<file path="src/inc/rqsb_params.svh">
// Constants for the request sideband upper fields: bit positions, sizes, offsets.
// Assumes inclusion by bare name from both ends, the checker and the bench.
`ifndef RQSB_PARAMS_SVH
`define RQSB_PARAMS_SVH
`define RQSB_DATA_W 256
`define RQSB_BYTES 32
`define RQSB_USER_W 85
`define RQSB_TAG_LO_MSB 27
`define RQSB_TAG_LO_LSB 24
`define RQSB_PAR_MSB 59
`define RQSB_PAR_LSB 28
`define RQSB_TAG_HI_MSB 61
`define RQSB_TAG_HI_LSB 60
`define RQSB_PFX_VLD 62
`define RQSB_PASID_MSB 82
`define RQSB_PASID_LSB 63
`define RQSB_PFX_EXE 83
`define RQSB_PFX_PRIV 84
`define RQSB_LANES_64 8
`define RQSB_LANES_128 16
`define RQSB_PKT_DEPTH 8
`define RQSB_OFS_CTRL 12'h000
`define RQSB_OFS_TAG 12'h004
`define RQSB_OFS_PFX 12'h008
`define RQSB_OFS_SEED 12'h00C
`define RQSB_OFS_LEN 12'h010
`define RQSB_OFS_STAT 12'h014
`define RQSB_OFS_INT_STAT 12'h018
`define RQSB_OFS_INT_MASK 12'h01C
`define RQSB_CTRL_GO 0
`define RQSB_CTRL_PAR_EN 1
`define RQSB_CTRL_TAG_EN 2
`define RQSB_CTRL_INJ 3
`define RQSB_INT_SENT 0
`define RQSB_INT_ECHO 1
`define RQSB_RST_CTRL 4'h2
`endif

</file>
<file path="src/inc/rqsb_pkg.sv">
// Types shared by both ends of the request sideband link.
// Assumes rqsb_params.svh on the include path.
package rqsb_pkg;
  typedef enum logic [1:0] {RQSB_W64, RQSB_W128, RQSB_W256} rqsb_width_e;
  typedef struct packed {
    logic priv;
    logic exe;
    logic [19:0] pasid;
    logic vld;
  } rqsb_prefix_s;
endpackage

</file>
<file path="src/inc/rqsb_if.sv">
// Request stream with sideband word and tracking-tag echo between user and device.
// Assumes one shared clock; both ends drive only their own modport outputs.
`timescale 1ns/1ps
interface rqsb_if;
  logic [255:0] request_stream_data;
  logic [84:0] request_sideband_word;
  logic request_stream_valid;
  logic request_stream_ready;
  logic request_stream_last;
  logic [5:0] tracking_tag_echo_out;
  logic tracking_tag_echo_vld;
  modport dev (
    input request_stream_data, request_sideband_word, request_stream_valid,
    input request_stream_last,
    output request_stream_ready, tracking_tag_echo_out, tracking_tag_echo_vld
  );
  modport usr (
    output request_stream_data, request_sideband_word, request_stream_valid,
    output request_stream_last,
    input request_stream_ready, tracking_tag_echo_out, tracking_tag_echo_vld
  );
endinterface

</file>
<file path="src/logic/rqsb_dev.sv">
// Device end: takes request packets, checks byte parity, holds each packet
// whole, then forwards it to the link pipeline or drops it.
// Assumes the user end keeps the stream stable while valid and not ready.
`timescale 1ns/1ps
`include "rqsb_params.svh"
module rqsb_dev (
  input wire logic i_sys_clk,                      // System clock, 20 MHz
  input wire logic i_arst_n,                       // Async reset, active low
  rqsb_if.dev rq,                                  // Request stream from user
  input wire logic i_par_chk_en,                   // Parity checking enable
  input wire rqsb_pkg::rqsb_width_e i_width,       // Configured data width
  input wire logic i_link_ready,                   // Link pipeline accepts beat
  output logic o_link_valid,                       // Beat offered to link
  output logic [255:0] o_link_data,                // Beat data
  output logic o_link_last,                        // Final beat of packet
  output logic [5:0] o_link_tag,                   // Tag of packet in flight
  output rqsb_pkg::rqsb_prefix_s o_link_prefix,    // Prefix, zero when absent
  output logic o_uncorr_err,                       // Sticky internal error
  output logic o_drop_pulse                        // One pulse per dropped packet
);
  import rqsb_pkg::*;

  typedef enum logic {ST_COLLECT, ST_SEND} rqsb_state_e;

  localparam logic [3:0] DEPTH = 4'(`RQSB_PKT_DEPTH);

  rqsb_state_e state_reg;
  rqsb_state_e state_next;
  logic [255:0] pkt_mem [0:`RQSB_PKT_DEPTH-1];
  logic [3:0] wr_ptr_reg;
  logic [3:0] wr_ptr_next;
  logic [3:0] rd_ptr_reg;
  logic [3:0] rd_ptr_next;
  logic [3:0] cnt_reg;
  logic [3:0] cnt_next;
  logic first_reg;
  logic first_next;
  logic bad_reg;
  logic bad_next;
  logic [5:0] tag_reg;
  logic [5:0] tag_next;
  rqsb_prefix_s pfx_reg;
  rqsb_prefix_s pfx_next;
  logic err_reg;
  logic err_next;
  logic drop_reg;
  logic drop_next;
  logic [5:0] echo_reg;
  logic [5:0] echo_next;
  logic echo_vld_reg;
  logic echo_vld_next;

  wire beat = rq.request_stream_valid & rq.request_stream_ready;
  wire [84:0] sb = rq.request_sideband_word;
  wire [31:0] par_in = sb[`RQSB_PAR_MSB:`RQSB_PAR_LSB];
  wire [31:0] byte_bad;
  wire [31:0] lane_mask;
  wire par_err;
  wire ovf;
  wire pkt_bad;
  wire send_beat;
  wire send_done;
  wire [5:0] tag_in;
  rqsb_prefix_s pfx_in;

  // Odd parity: a byte plus its parity bit holds an odd count of ones
  genvar gi;
  generate
    for (gi = 0; gi < `RQSB_BYTES; gi++) begin : g_par
      assign byte_bad[gi] = ~^{rq.request_stream_data[8*gi +: 8], par_in[gi]};
    end
  endgenerate

  // Lanes above the configured width are ignored
  assign lane_mask = (i_width == RQSB_W64) ? 32'h000000FF :
                     (i_width == RQSB_W128) ? 32'h0000FFFF : 32'hFFFFFFFF;
  assign par_err = beat & i_par_chk_en & (|(byte_bad & lane_mask));

  // Six-bit tag from two split fields
  assign tag_in = {sb[`RQSB_TAG_HI_MSB:`RQSB_TAG_HI_LSB],
                   sb[`RQSB_TAG_LO_MSB:`RQSB_TAG_LO_LSB]};

  // Prefix fields only kept when flagged valid
  assign pfx_in = sb[`RQSB_PFX_VLD] ?
                  {sb[`RQSB_PFX_PRIV], sb[`RQSB_PFX_EXE],
                   sb[`RQSB_PASID_MSB:`RQSB_PASID_LSB], 1'b1} :
                  23'h0;

  // Packets longer than the holding buffer cannot be replayed; they are dropped
  assign ovf = beat & (wr_ptr_reg == DEPTH);
  assign pkt_bad = bad_reg | par_err | ovf;

  assign send_beat = (state_reg == ST_SEND) & i_link_ready;
  assign send_done = send_beat & o_link_last;

  assign rq.request_stream_ready = (state_reg == ST_COLLECT);
  assign rq.tracking_tag_echo_out = echo_reg;
  assign rq.tracking_tag_echo_vld = echo_vld_reg;

  assign o_link_valid = (state_reg == ST_SEND);
  assign o_link_data = pkt_mem[rd_ptr_reg[2:0]];
  assign o_link_last = (state_reg == ST_SEND) & (rd_ptr_reg == cnt_reg - 4'h1);
  assign o_link_tag = tag_reg;
  assign o_link_prefix = pfx_reg;
  assign o_uncorr_err = err_reg;
  assign o_drop_pulse = drop_reg;

  always_comb begin
    state_next = state_reg;
    wr_ptr_next = wr_ptr_reg;
    rd_ptr_next = rd_ptr_reg;
    cnt_next = cnt_reg;
    first_next = first_reg;
    bad_next = bad_reg;
    tag_next = tag_reg;
    pfx_next = pfx_reg;
    drop_next = 1'b0;
    echo_next = echo_reg;
    echo_vld_next = 1'b0;
    // Recorded as uncorrectable; only reset clears it
    err_next = err_reg | par_err;
    case (state_reg)
      ST_COLLECT: begin
        if (beat) begin
          first_next = rq.request_stream_last;
          if (first_reg) begin
            tag_next = tag_in;
            pfx_next = pfx_in;
          end
          if (!ovf) begin
            wr_ptr_next = wr_ptr_reg + 4'h1;
          end
          bad_next = pkt_bad;
          if (rq.request_stream_last) begin
            wr_ptr_next = 4'h0;
            bad_next = 1'b0;
            if (pkt_bad) begin
              drop_next = 1'b1;
            end else begin
              cnt_next = wr_ptr_reg + 4'h1;
              rd_ptr_next = 4'h0;
              state_next = ST_SEND;
            end
          end
        end
      end
      ST_SEND: begin
        if (send_beat) begin
          rd_ptr_next = rd_ptr_reg + 4'h1;
        end
        // Past the link handoff no completion can overtake it
        if (send_done) begin
          echo_next = tag_reg;
          echo_vld_next = 1'b1;
          state_next = ST_COLLECT;
        end
      end
      default: begin
        state_next = ST_COLLECT;
      end
    endcase
  end

  always_ff @(posedge i_sys_clk or negedge i_arst_n) begin
    if (!i_arst_n) begin
      state_reg <= ST_COLLECT;
      wr_ptr_reg <= 4'h0;
      rd_ptr_reg <= 4'h0;
      cnt_reg <= 4'h0;
      first_reg <= 1'b1;
      bad_reg <= 1'b0;
    end else begin
      state_reg <= state_next;
      wr_ptr_reg <= wr_ptr_next;
      rd_ptr_reg <= rd_ptr_next;
      cnt_reg <= cnt_next;
      first_reg <= first_next;
      bad_reg <= bad_next;
    end
  end

  always_ff @(posedge i_sys_clk or negedge i_arst_n) begin
    if (!i_arst_n) begin
      tag_reg <= 6'h00;
      pfx_reg <= '0;
      err_reg <= 1'b0;
      drop_reg <= 1'b0;
      echo_reg <= 6'h00;
      echo_vld_reg <= 1'b0;
    end else begin
      tag_reg <= tag_next;
      pfx_reg <= pfx_next;
      err_reg <= err_next;
      drop_reg <= drop_next;
      echo_reg <= echo_next;
      echo_vld_reg <= echo_vld_next;
    end
  end

  // Buffer holds data only; no reset needed on the array
  always_ff @(posedge i_sys_clk) begin
    if (beat && !ovf) begin
      pkt_mem[wr_ptr_reg[2:0]] <= rq.request_stream_data;
    end
  end
endmodule

</file>
<file path="src/flat_wrapper.sv">
// flat-port wrapper written by rule: the top's interface ports become plain ports
module rqsb_dev_flat import rqsb_pkg::*;
  (i_sys_clk, i_arst_n, i_par_chk_en, i_width, i_link_ready, o_link_valid, o_link_data, o_link_last, o_link_tag, o_link_prefix, o_uncorr_err, o_drop_pulse, rq_request_stream_data, rq_request_sideband_word, rq_request_stream_valid, rq_request_stream_last, rq_request_stream_ready, rq_tracking_tag_echo_out, rq_tracking_tag_echo_vld);
  rqsb_if rq_i ();
  input wire logic i_sys_clk;
  input wire logic i_arst_n;
  input wire logic i_par_chk_en;
  input wire rqsb_pkg::rqsb_width_e i_width;
  input wire logic i_link_ready;
  output logic o_link_valid;
  output logic [255:0] o_link_data;
  output logic o_link_last;
  output logic [5:0] o_link_tag;
  output rqsb_pkg::rqsb_prefix_s o_link_prefix;
  output logic o_uncorr_err;
  output logic o_drop_pulse;
  input wire logic [$bits(rq_i.request_stream_data)-1:0] rq_request_stream_data;
  input wire logic [$bits(rq_i.request_sideband_word)-1:0] rq_request_sideband_word;
  input wire logic [$bits(rq_i.request_stream_valid)-1:0] rq_request_stream_valid;
  input wire logic [$bits(rq_i.request_stream_last)-1:0] rq_request_stream_last;
  output wire logic [$bits(rq_i.request_stream_ready)-1:0] rq_request_stream_ready;
  output wire logic [$bits(rq_i.tracking_tag_echo_out)-1:0] rq_tracking_tag_echo_out;
  output wire logic [$bits(rq_i.tracking_tag_echo_vld)-1:0] rq_tracking_tag_echo_vld;
  assign rq_i.request_stream_data = rq_request_stream_data;
  assign rq_i.request_sideband_word = rq_request_sideband_word;
  assign rq_i.request_stream_valid = rq_request_stream_valid;
  assign rq_i.request_stream_last = rq_request_stream_last;
  assign rq_request_stream_ready = rq_i.request_stream_ready;
  assign rq_tracking_tag_echo_out = rq_i.tracking_tag_echo_out;
  assign rq_tracking_tag_echo_vld = rq_i.tracking_tag_echo_vld;
  rqsb_dev u_core (.i_sys_clk(i_sys_clk), .i_arst_n(i_arst_n), .rq(rq_i), .i_par_chk_en(i_par_chk_en), .i_width(i_width), .i_link_ready(i_link_ready), .o_link_valid(o_link_valid), .o_link_data(o_link_data), .o_link_last(o_link_last), .o_link_tag(o_link_tag), .o_link_prefix(o_link_prefix), .o_uncorr_err(o_uncorr_err), .o_drop_pulse(o_drop_pulse));
endmodule
</file>
<file path="config.mk">
export PLATFORM = sky130hd
export DESIGN_NAME = rqsb_dev_flat
export DESIGN_NICKNAME = d
export VERILOG_FILES = /design/src/inc/rqsb_pkg.sv /design/src/inc/rqsb_if.sv /design/src/logic/rqsb_dev.sv /design/src/flat_wrapper.sv
export VERILOG_INCLUDE_DIRS = /design/src /design/src/inc
export SDC_FILE = /design/constraint.sdc
export NUM_CORES = 2
export LEC_CHECK = 0
export BUFFER_PORTS_ARGS = -buffer_cell sky130_fd_sc_hd__buf_2
export CAP_MARGIN = 20
export CORE_UTILIZATION = 45
export DETAILED_ROUTE_END_ITERATION = 6
export PLACE_DENSITY = 0.65
export SYNTH_ARGS = -nofsm -noshare
export SYNTH_HDL_FRONTEND = slang
export SYNTH_SLANG_ARGS = --single-unit
export TNS_END_PERCENT = 20
</file>
<file path="constraint.sdc">
create_clock -name i_sys_clk -period 19.25 [get_ports i_sys_clk]
set_input_delay 1.925 -clock i_sys_clk [delete_from_list [all_inputs] [get_ports i_sys_clk]]
set_output_delay 1.925 -clock i_sys_clk [all_outputs]
set_load 0.02 [all_outputs]
</file>
Word level (Yosys, flattened, before mapping)
Memories as Yosys holds them, arrays and structs flattened.
Index checks and enable logic that the tools add are counted.
{"block": "word_totals", "rom_bits": 0, "latch_bits": 0, "wordCells": 106, "output_inout_bits": 297, "reg_bits": 53, "memories": 1, "ram_bits": 2048, "input_bits": 349}
{"name": "u_core.pkt_mem", "depth": 8, "width": 256, "rd": 1, "rd_ports_with_merged_regs": 0, "wr": 1, "line": "rqsb_dev.sv:29", "text": "logic [255:0] pkt_mem [0:`RQSB_PKT_DEPTH-1];"}
{"block": "op_classes", "add_sub_neg": 3, "n_mul": 0, "n_reduce_logical": 42, "eq_ne": 8, "mux": 24, "shifts": 0, "n_div": 0, "magnitude_cmp": 0, "n_bitwise": 13}
{"operator": "9-bit XNOR reduction", "count": 32}
{"operator": "32-bit 2-to-1 mux", "count": 2}
{"operator": "32-bit bitwise AND", "count": 1}
{"operator": "32-bit OR reduction", "count": 1}
{"operator": "4-bit 2-to-1 mux", "count": 6}
{"operator": "23-bit 2-to-1 mux", "count": 1}
{"operator": "1-bit 2-to-1 mux", "count": 13}
{"operator": "2-bit inequality test (second input constant)", "count": 5}
{"operator": "4-bit by 1-bit adder with 4-bit output (second input constant)", "count": 2}
{"operator": "4-bit one-hot mux with 2 select lines", "count": 1}
{"operator": "4-bit AND reduction", "count": 2}
{"operator": "1-bit bitwise AND", "count": 7}
{"operator": "3-bit AND reduction", "count": 2}
{"operator": "4-bit == test", "count": 1}
{"operator": "4-bit == test (second input constant)", "count": 1}
{"operator": "2-bit AND reduction", "count": 2}
{"operator": "4-bit by 1-bit subtractor with 4-bit output (second input constant)", "count": 1}
{"operator": "1-bit bitwise OR", "count": 3}
{"operator": "2-bit by 1-bit == test with 1-bit output (second input constant)", "count": 1}
{"operator": "2-bit logical NOT", "count": 1}
{"operator": "1-bit NOT", "count": 2}
{"operator": "1-bit one-hot mux with 2 select lines", "count": 1}
{"operator": "1-bit logical AND", "count": 1}
{"operator": "1-bit logical NOT", "count": 1}

Longest topological paths before layout
{"block": "logic_depth", "depth_word": 12, "mapped_depth": 8, "depth_no_buf": 8}

Least setup slack after synthesis
No wires, ideal clock.
{"block": "synth_timing", "path_type": "input -> register", "startpoint": "input rq_request_stream_valid", "endpoint": "memory u_core.pkt_mem[3][0] (enable)", "path_slack_ns": -1.661, "t_arrival_ns": 19.724, "cell_stages": 3, "path_buffers": 0, "path_cell_list": "nand2_1 -> or3_1 -> nor3_1"}
{"block": "synth_via", "elab_chain_len": 6}
{"element": "start: declaration", "line": "flat_wrapper.sv:19", "text": "input wire logic [$bits(rq_i.request_stream_valid)-1:0] rq_request_stream_valid;"}
{"element": "1-bit bitwise AND (*)", "line": "rqsb_dev.sv:53", "text": "wire beat = rq.request_stream_valid & rq.request_stream_ready;"}
{"element": "1-bit bitwise AND", "line": "rqsb_dev.sv:90", "text": "assign ovf = beat & (wr_ptr_reg == DEPTH);"}
{"element": "1-bit logical NOT"}
{"element": "1-bit logical AND (*)", "line": "rqsb_dev.sv:202", "text": "if (beat && !ovf) begin"}
{"element": "1-bit 2-to-1 mux (*)", "line": "rqsb_dev.sv:202"}
{"element": "1-bit 2-to-1 mux (not written as such) (*)", "line": "rqsb_dev.sv:203", "text": "pkt_mem[wr_ptr_reg[2:0]] <= rq.request_stream_data;"}
{"element": "end: declaration", "line": "rqsb_dev.sv:29"}
Mark *: on every way between the ends. The rest lies on a longest branch, timed or not.

Worst setup path in the final report
{"block": "layout_timing", "startpoint": "register u_core.rd_ptr_reg[0]", "endpoint": "output o_link_data[170]"}
{"block": "layout_via", "elab_chain_len": 1}
{"element": "start: declaration", "line": "rqsb_dev.sv:32", "text": "logic [3:0] rd_ptr_reg;"}
{"element": "start signal: assignment", "line": "rqsb_dev.sv:175", "text": "rd_ptr_reg <= rd_ptr_next;"}
{"element": "memory read 8 x 256 bit"}
{"element": "end: declaration", "line": "flat_wrapper.sv:11", "text": "output logic [255:0] o_link_data;"}
No other way between the ends.

==> impl_metrics.yaml <==
timing:
  layout_min_cycle_time_ns: 7.36
  slew_violations: 0
  fin_crit_sh: 0.382
  timing.hold.ws_ns: 0.468
  finClkSkew_ns: 0.0280
  final-setup-viol-count: 0
  rsz0062_at_grt: "false"
  hold_violations: 0
  max_freq_mhz: 136
  tns_ns: 0
  tightest_slew_ns: 1.08
  timing.slew.headroom: 0.281
clock_tree:
  tritoncts: "built"
  numCtsBuffers: 210
  cts_setup_buffers: 0
  cts_root_buffer: "clkbuf_16"
  path_clk_slew_ns: 0.06
  cts.path.max_buffers: 3
  clock-sinks: 2101
  h-tree-depth: 4
  cts_hold_buf: 0
  clk_latency_ns: 0.83
  cts_resized: 0
power_and_ir_drop:
  swShare: 0.305
  total_power_mw: 13.3
  switching_power_mw: 4.05
  p_clk_frac: 0.293
  peakVddDrop_v: 0.000118
  pwr-share-seq: 0.408
  p_leak_nw: 30.6
  comb_power_share: 0.299
  powerDensity_mw_per_mm2: 141
  cell_internal_pwr_mw: 9.23
route:
  vias: 37000
  route.detailed.drc: 0
  wl_per_cell_um: 26.5
  first_pass_iters: 5
  routed_wl_mm: 178
  drt_iter0_drc: 2547
  drt.antenna.violating_nets: 0
  vias_per_cell: 5.50
floorplanning:
  rows: 155
  design.core.area_mm2: 0.179
  ios: 646
  die_w_um: 427
  dieArea_mm2: 0.182
  initial_core_util: 0.454
  die_h_um: 427
critical_path:
  cp-start-kind: "register"
  timing.rr.start: "u_core.o_link_valid"
  path_buf_inv: 4
  cp-end-kind: "primary output"
  cp_common_cell: "buf_4"
  max_stage_delay_ns: 0.91
  path_max_fanout: 101
  cp_slowest_cell: "dfrtp_4"
  arrival_ns: 5.43
  setup.worst_path.class: "reg2out"
  path_delay_family: "buffers and inverters"
  startpoint: "u_core.rd_ptr_reg[0]"
  worstPathRequired_ns: 17.32
  crit_chain: "buf_12, buf_4, buf_4, mux4_2, mux2_2, buf_2"
placement:
  portBuffers: 621
  dp_hpwl_mm: 98.9
  place_congestion: 0.791
  post-place-cells: 6311
yosys:
  async_flop_share: 0.0252
  netlist_instances: 3426
  synth_edf_count: 2048
  ys_ff_latch: 2101
  yosys_warnings: 0
  syn-cell-area_mm2: 0.0813
  synth_cell_types: 43
  synth_flop_cell: "edfxtp_1"
  syn_nets: 3779
  ys_seq_area_frac: 0.773
  avgSynthCellArea_um2: 23.7
job:
  cap_viol_max_count: 0
outcome:
  outcome: "finished clean"
worst_hold_path:
  worstHoldStart: "u_core.first_reg"
  hp-class: "reg2reg"
cells_and_area:
  final_cells: 6722
  drive_gt1_frac: 0.409
  nets: 4521
  largest_register_ffs: 2048
  area_growth_pct: 15.7
  finalCoreUtilization: 0.525
  num-fill-cells: 13800
global_route:
  grt_start_max_net_pins: 143
  grt_use_total: 0.194
  antenna_found_initial: 54
  grt_pass1_vias: 38300
  grt_pass1_wl_mm: 257
  grt.overflow.total: 0
==> through the flow <==
stage,worst slack (ns),area [um^2]
floorplan,-1.66,81300
global placement,12.58,87400
detailed placement,12.55,87400
CTS,11.59,94000
global route,11.33,94000
finish,11.89,94100
==> path summary, 6_finish.rpt <==
kind | end | slack (ns) | cells after the start
hold reg to reg | u_core.first_reg | 0.47 | 2
max in group asynchronous | u_core.rd_ptr_reg[1] | 17.48 | 2
hold / removal | u_core.first_reg | 0.47 | 2
setup reg to reg | u_core.pkt_mem[6][155] | 14.74 | 6
setup / recovery | o_link_data[170] | 11.89 | 6
min in group asynchronous | u_core.rq.tracking_tag_echo_out[2] | 1.21 | 2
==> cell usage after synthesis (3+ instances only) <==
cell type,n,area (um^2)
nor4_1,4,25.0
buf_2,14,70.1
nand2_1,60,225
ha_1,4,50.1
o21ai_0,29,145
dfrtp_1,52,1300
nor2_1,10,37.5
clkbuf_1,96,360
nor3_1,8,40.0
xor2_1,51,447
buf_1,43,161
xnor2_1,157,1380
mux2_2,270,3040
mux4_2,512,11500
nor4_2,3,37.5
mux2_4,3,45.0
inv_1,5,18.8
edfxtp_1,2048,61500
xnor3_2,3,71.3
nand3_1,3,15.0
xnor3_1,25,563
==> per-layer routing <==
metal | vias up | GRT usage | share of wire | routed length (um)
met2 | 1051 | 0.324 | 0.51 | 90300
met1 | 19700 | 0.250 | 0.40 | 70900
met5 | - | 0 | 0.0013 | 226
li1 | 15900 | - | - | -
met3 | 336 | 0.0431 | 0.059 | 10500
met4 | 36 | 0.0718 | 0.034 | 6050
==> cells by family (layout without fill, tap and decap cells) <==
family / Yosys count / count (layout) / synth area share
adders and majority gates: 4 / 4 / 0.000616
DFF: 2101 / 2101 / 0.773
buffers and inverters: 158 / 1077 / 0.00751
other: 0 / 22 / 0
xor gates and xnor gates: 236 / 236 / 0.0302
muxes: 787 / 787 / 0.180
and+or+nand+nor: 100 / 100 / 0.00580
AOI/OAI and AO/OA: 40 / 40 / 0.00297
==> placed cells by master (no fill, tap or decap), types with 4 or more instances in the layout <==
master      instances
edfxtp_1         2048
buf_2             621
mux4_2            512
mux2_2            270
clkbuf_16         215
xnor2_1           157
nand2_1            60
clkbuf_1           54
buf_4              54
xor2_1             51
dfrtp_1            49
clkinv_1           47
clkinv_2           38
o21ai_0            29
xnor3_1            25
diode_2            22
bufinv_16          10
buf_12              8
clkinvlp_4          7
inv_1               5
nor2_4              5
nor3_1              5
nor2_1              5
nor4_1              4
ha_1                4
clkinv_16           4
==> final cells by class <==
class	count	area, um^2	share of cell area
sequential	2101	62800	0.668
multi-input combinational	1167	17900	0.190
clock buffer	272	5620	0.0598
timing repair buffer	683	3670	0.0391
tap	2355	2950	0.0313
clock inverter	117	995	0.0106
antenna	22	55.1	0.000585
inverter	5	18.8	0.000200
==> power by group through the flow <==
stage          logic (mW)  registers [mW]  clock network [mW]
5_1_grt              4.23            5.44                4.16
2_1_floorplan        2.75            5.58                   0
3_3_place_gp         4.05            5.50                   0
6_report             3.97            5.41                3.90
3_5_place_dp         4.06            5.51                   0
4_1_cts              4.07            5.42                3.99
==> tightest hold or removal path, stage by stage, from the launching register on <==
cell     delay, ns
dfstp_2       0.37
nand2_1       0.05
nand2_1       0.05
No activity file was read; power rests on OpenSTA's default activity.
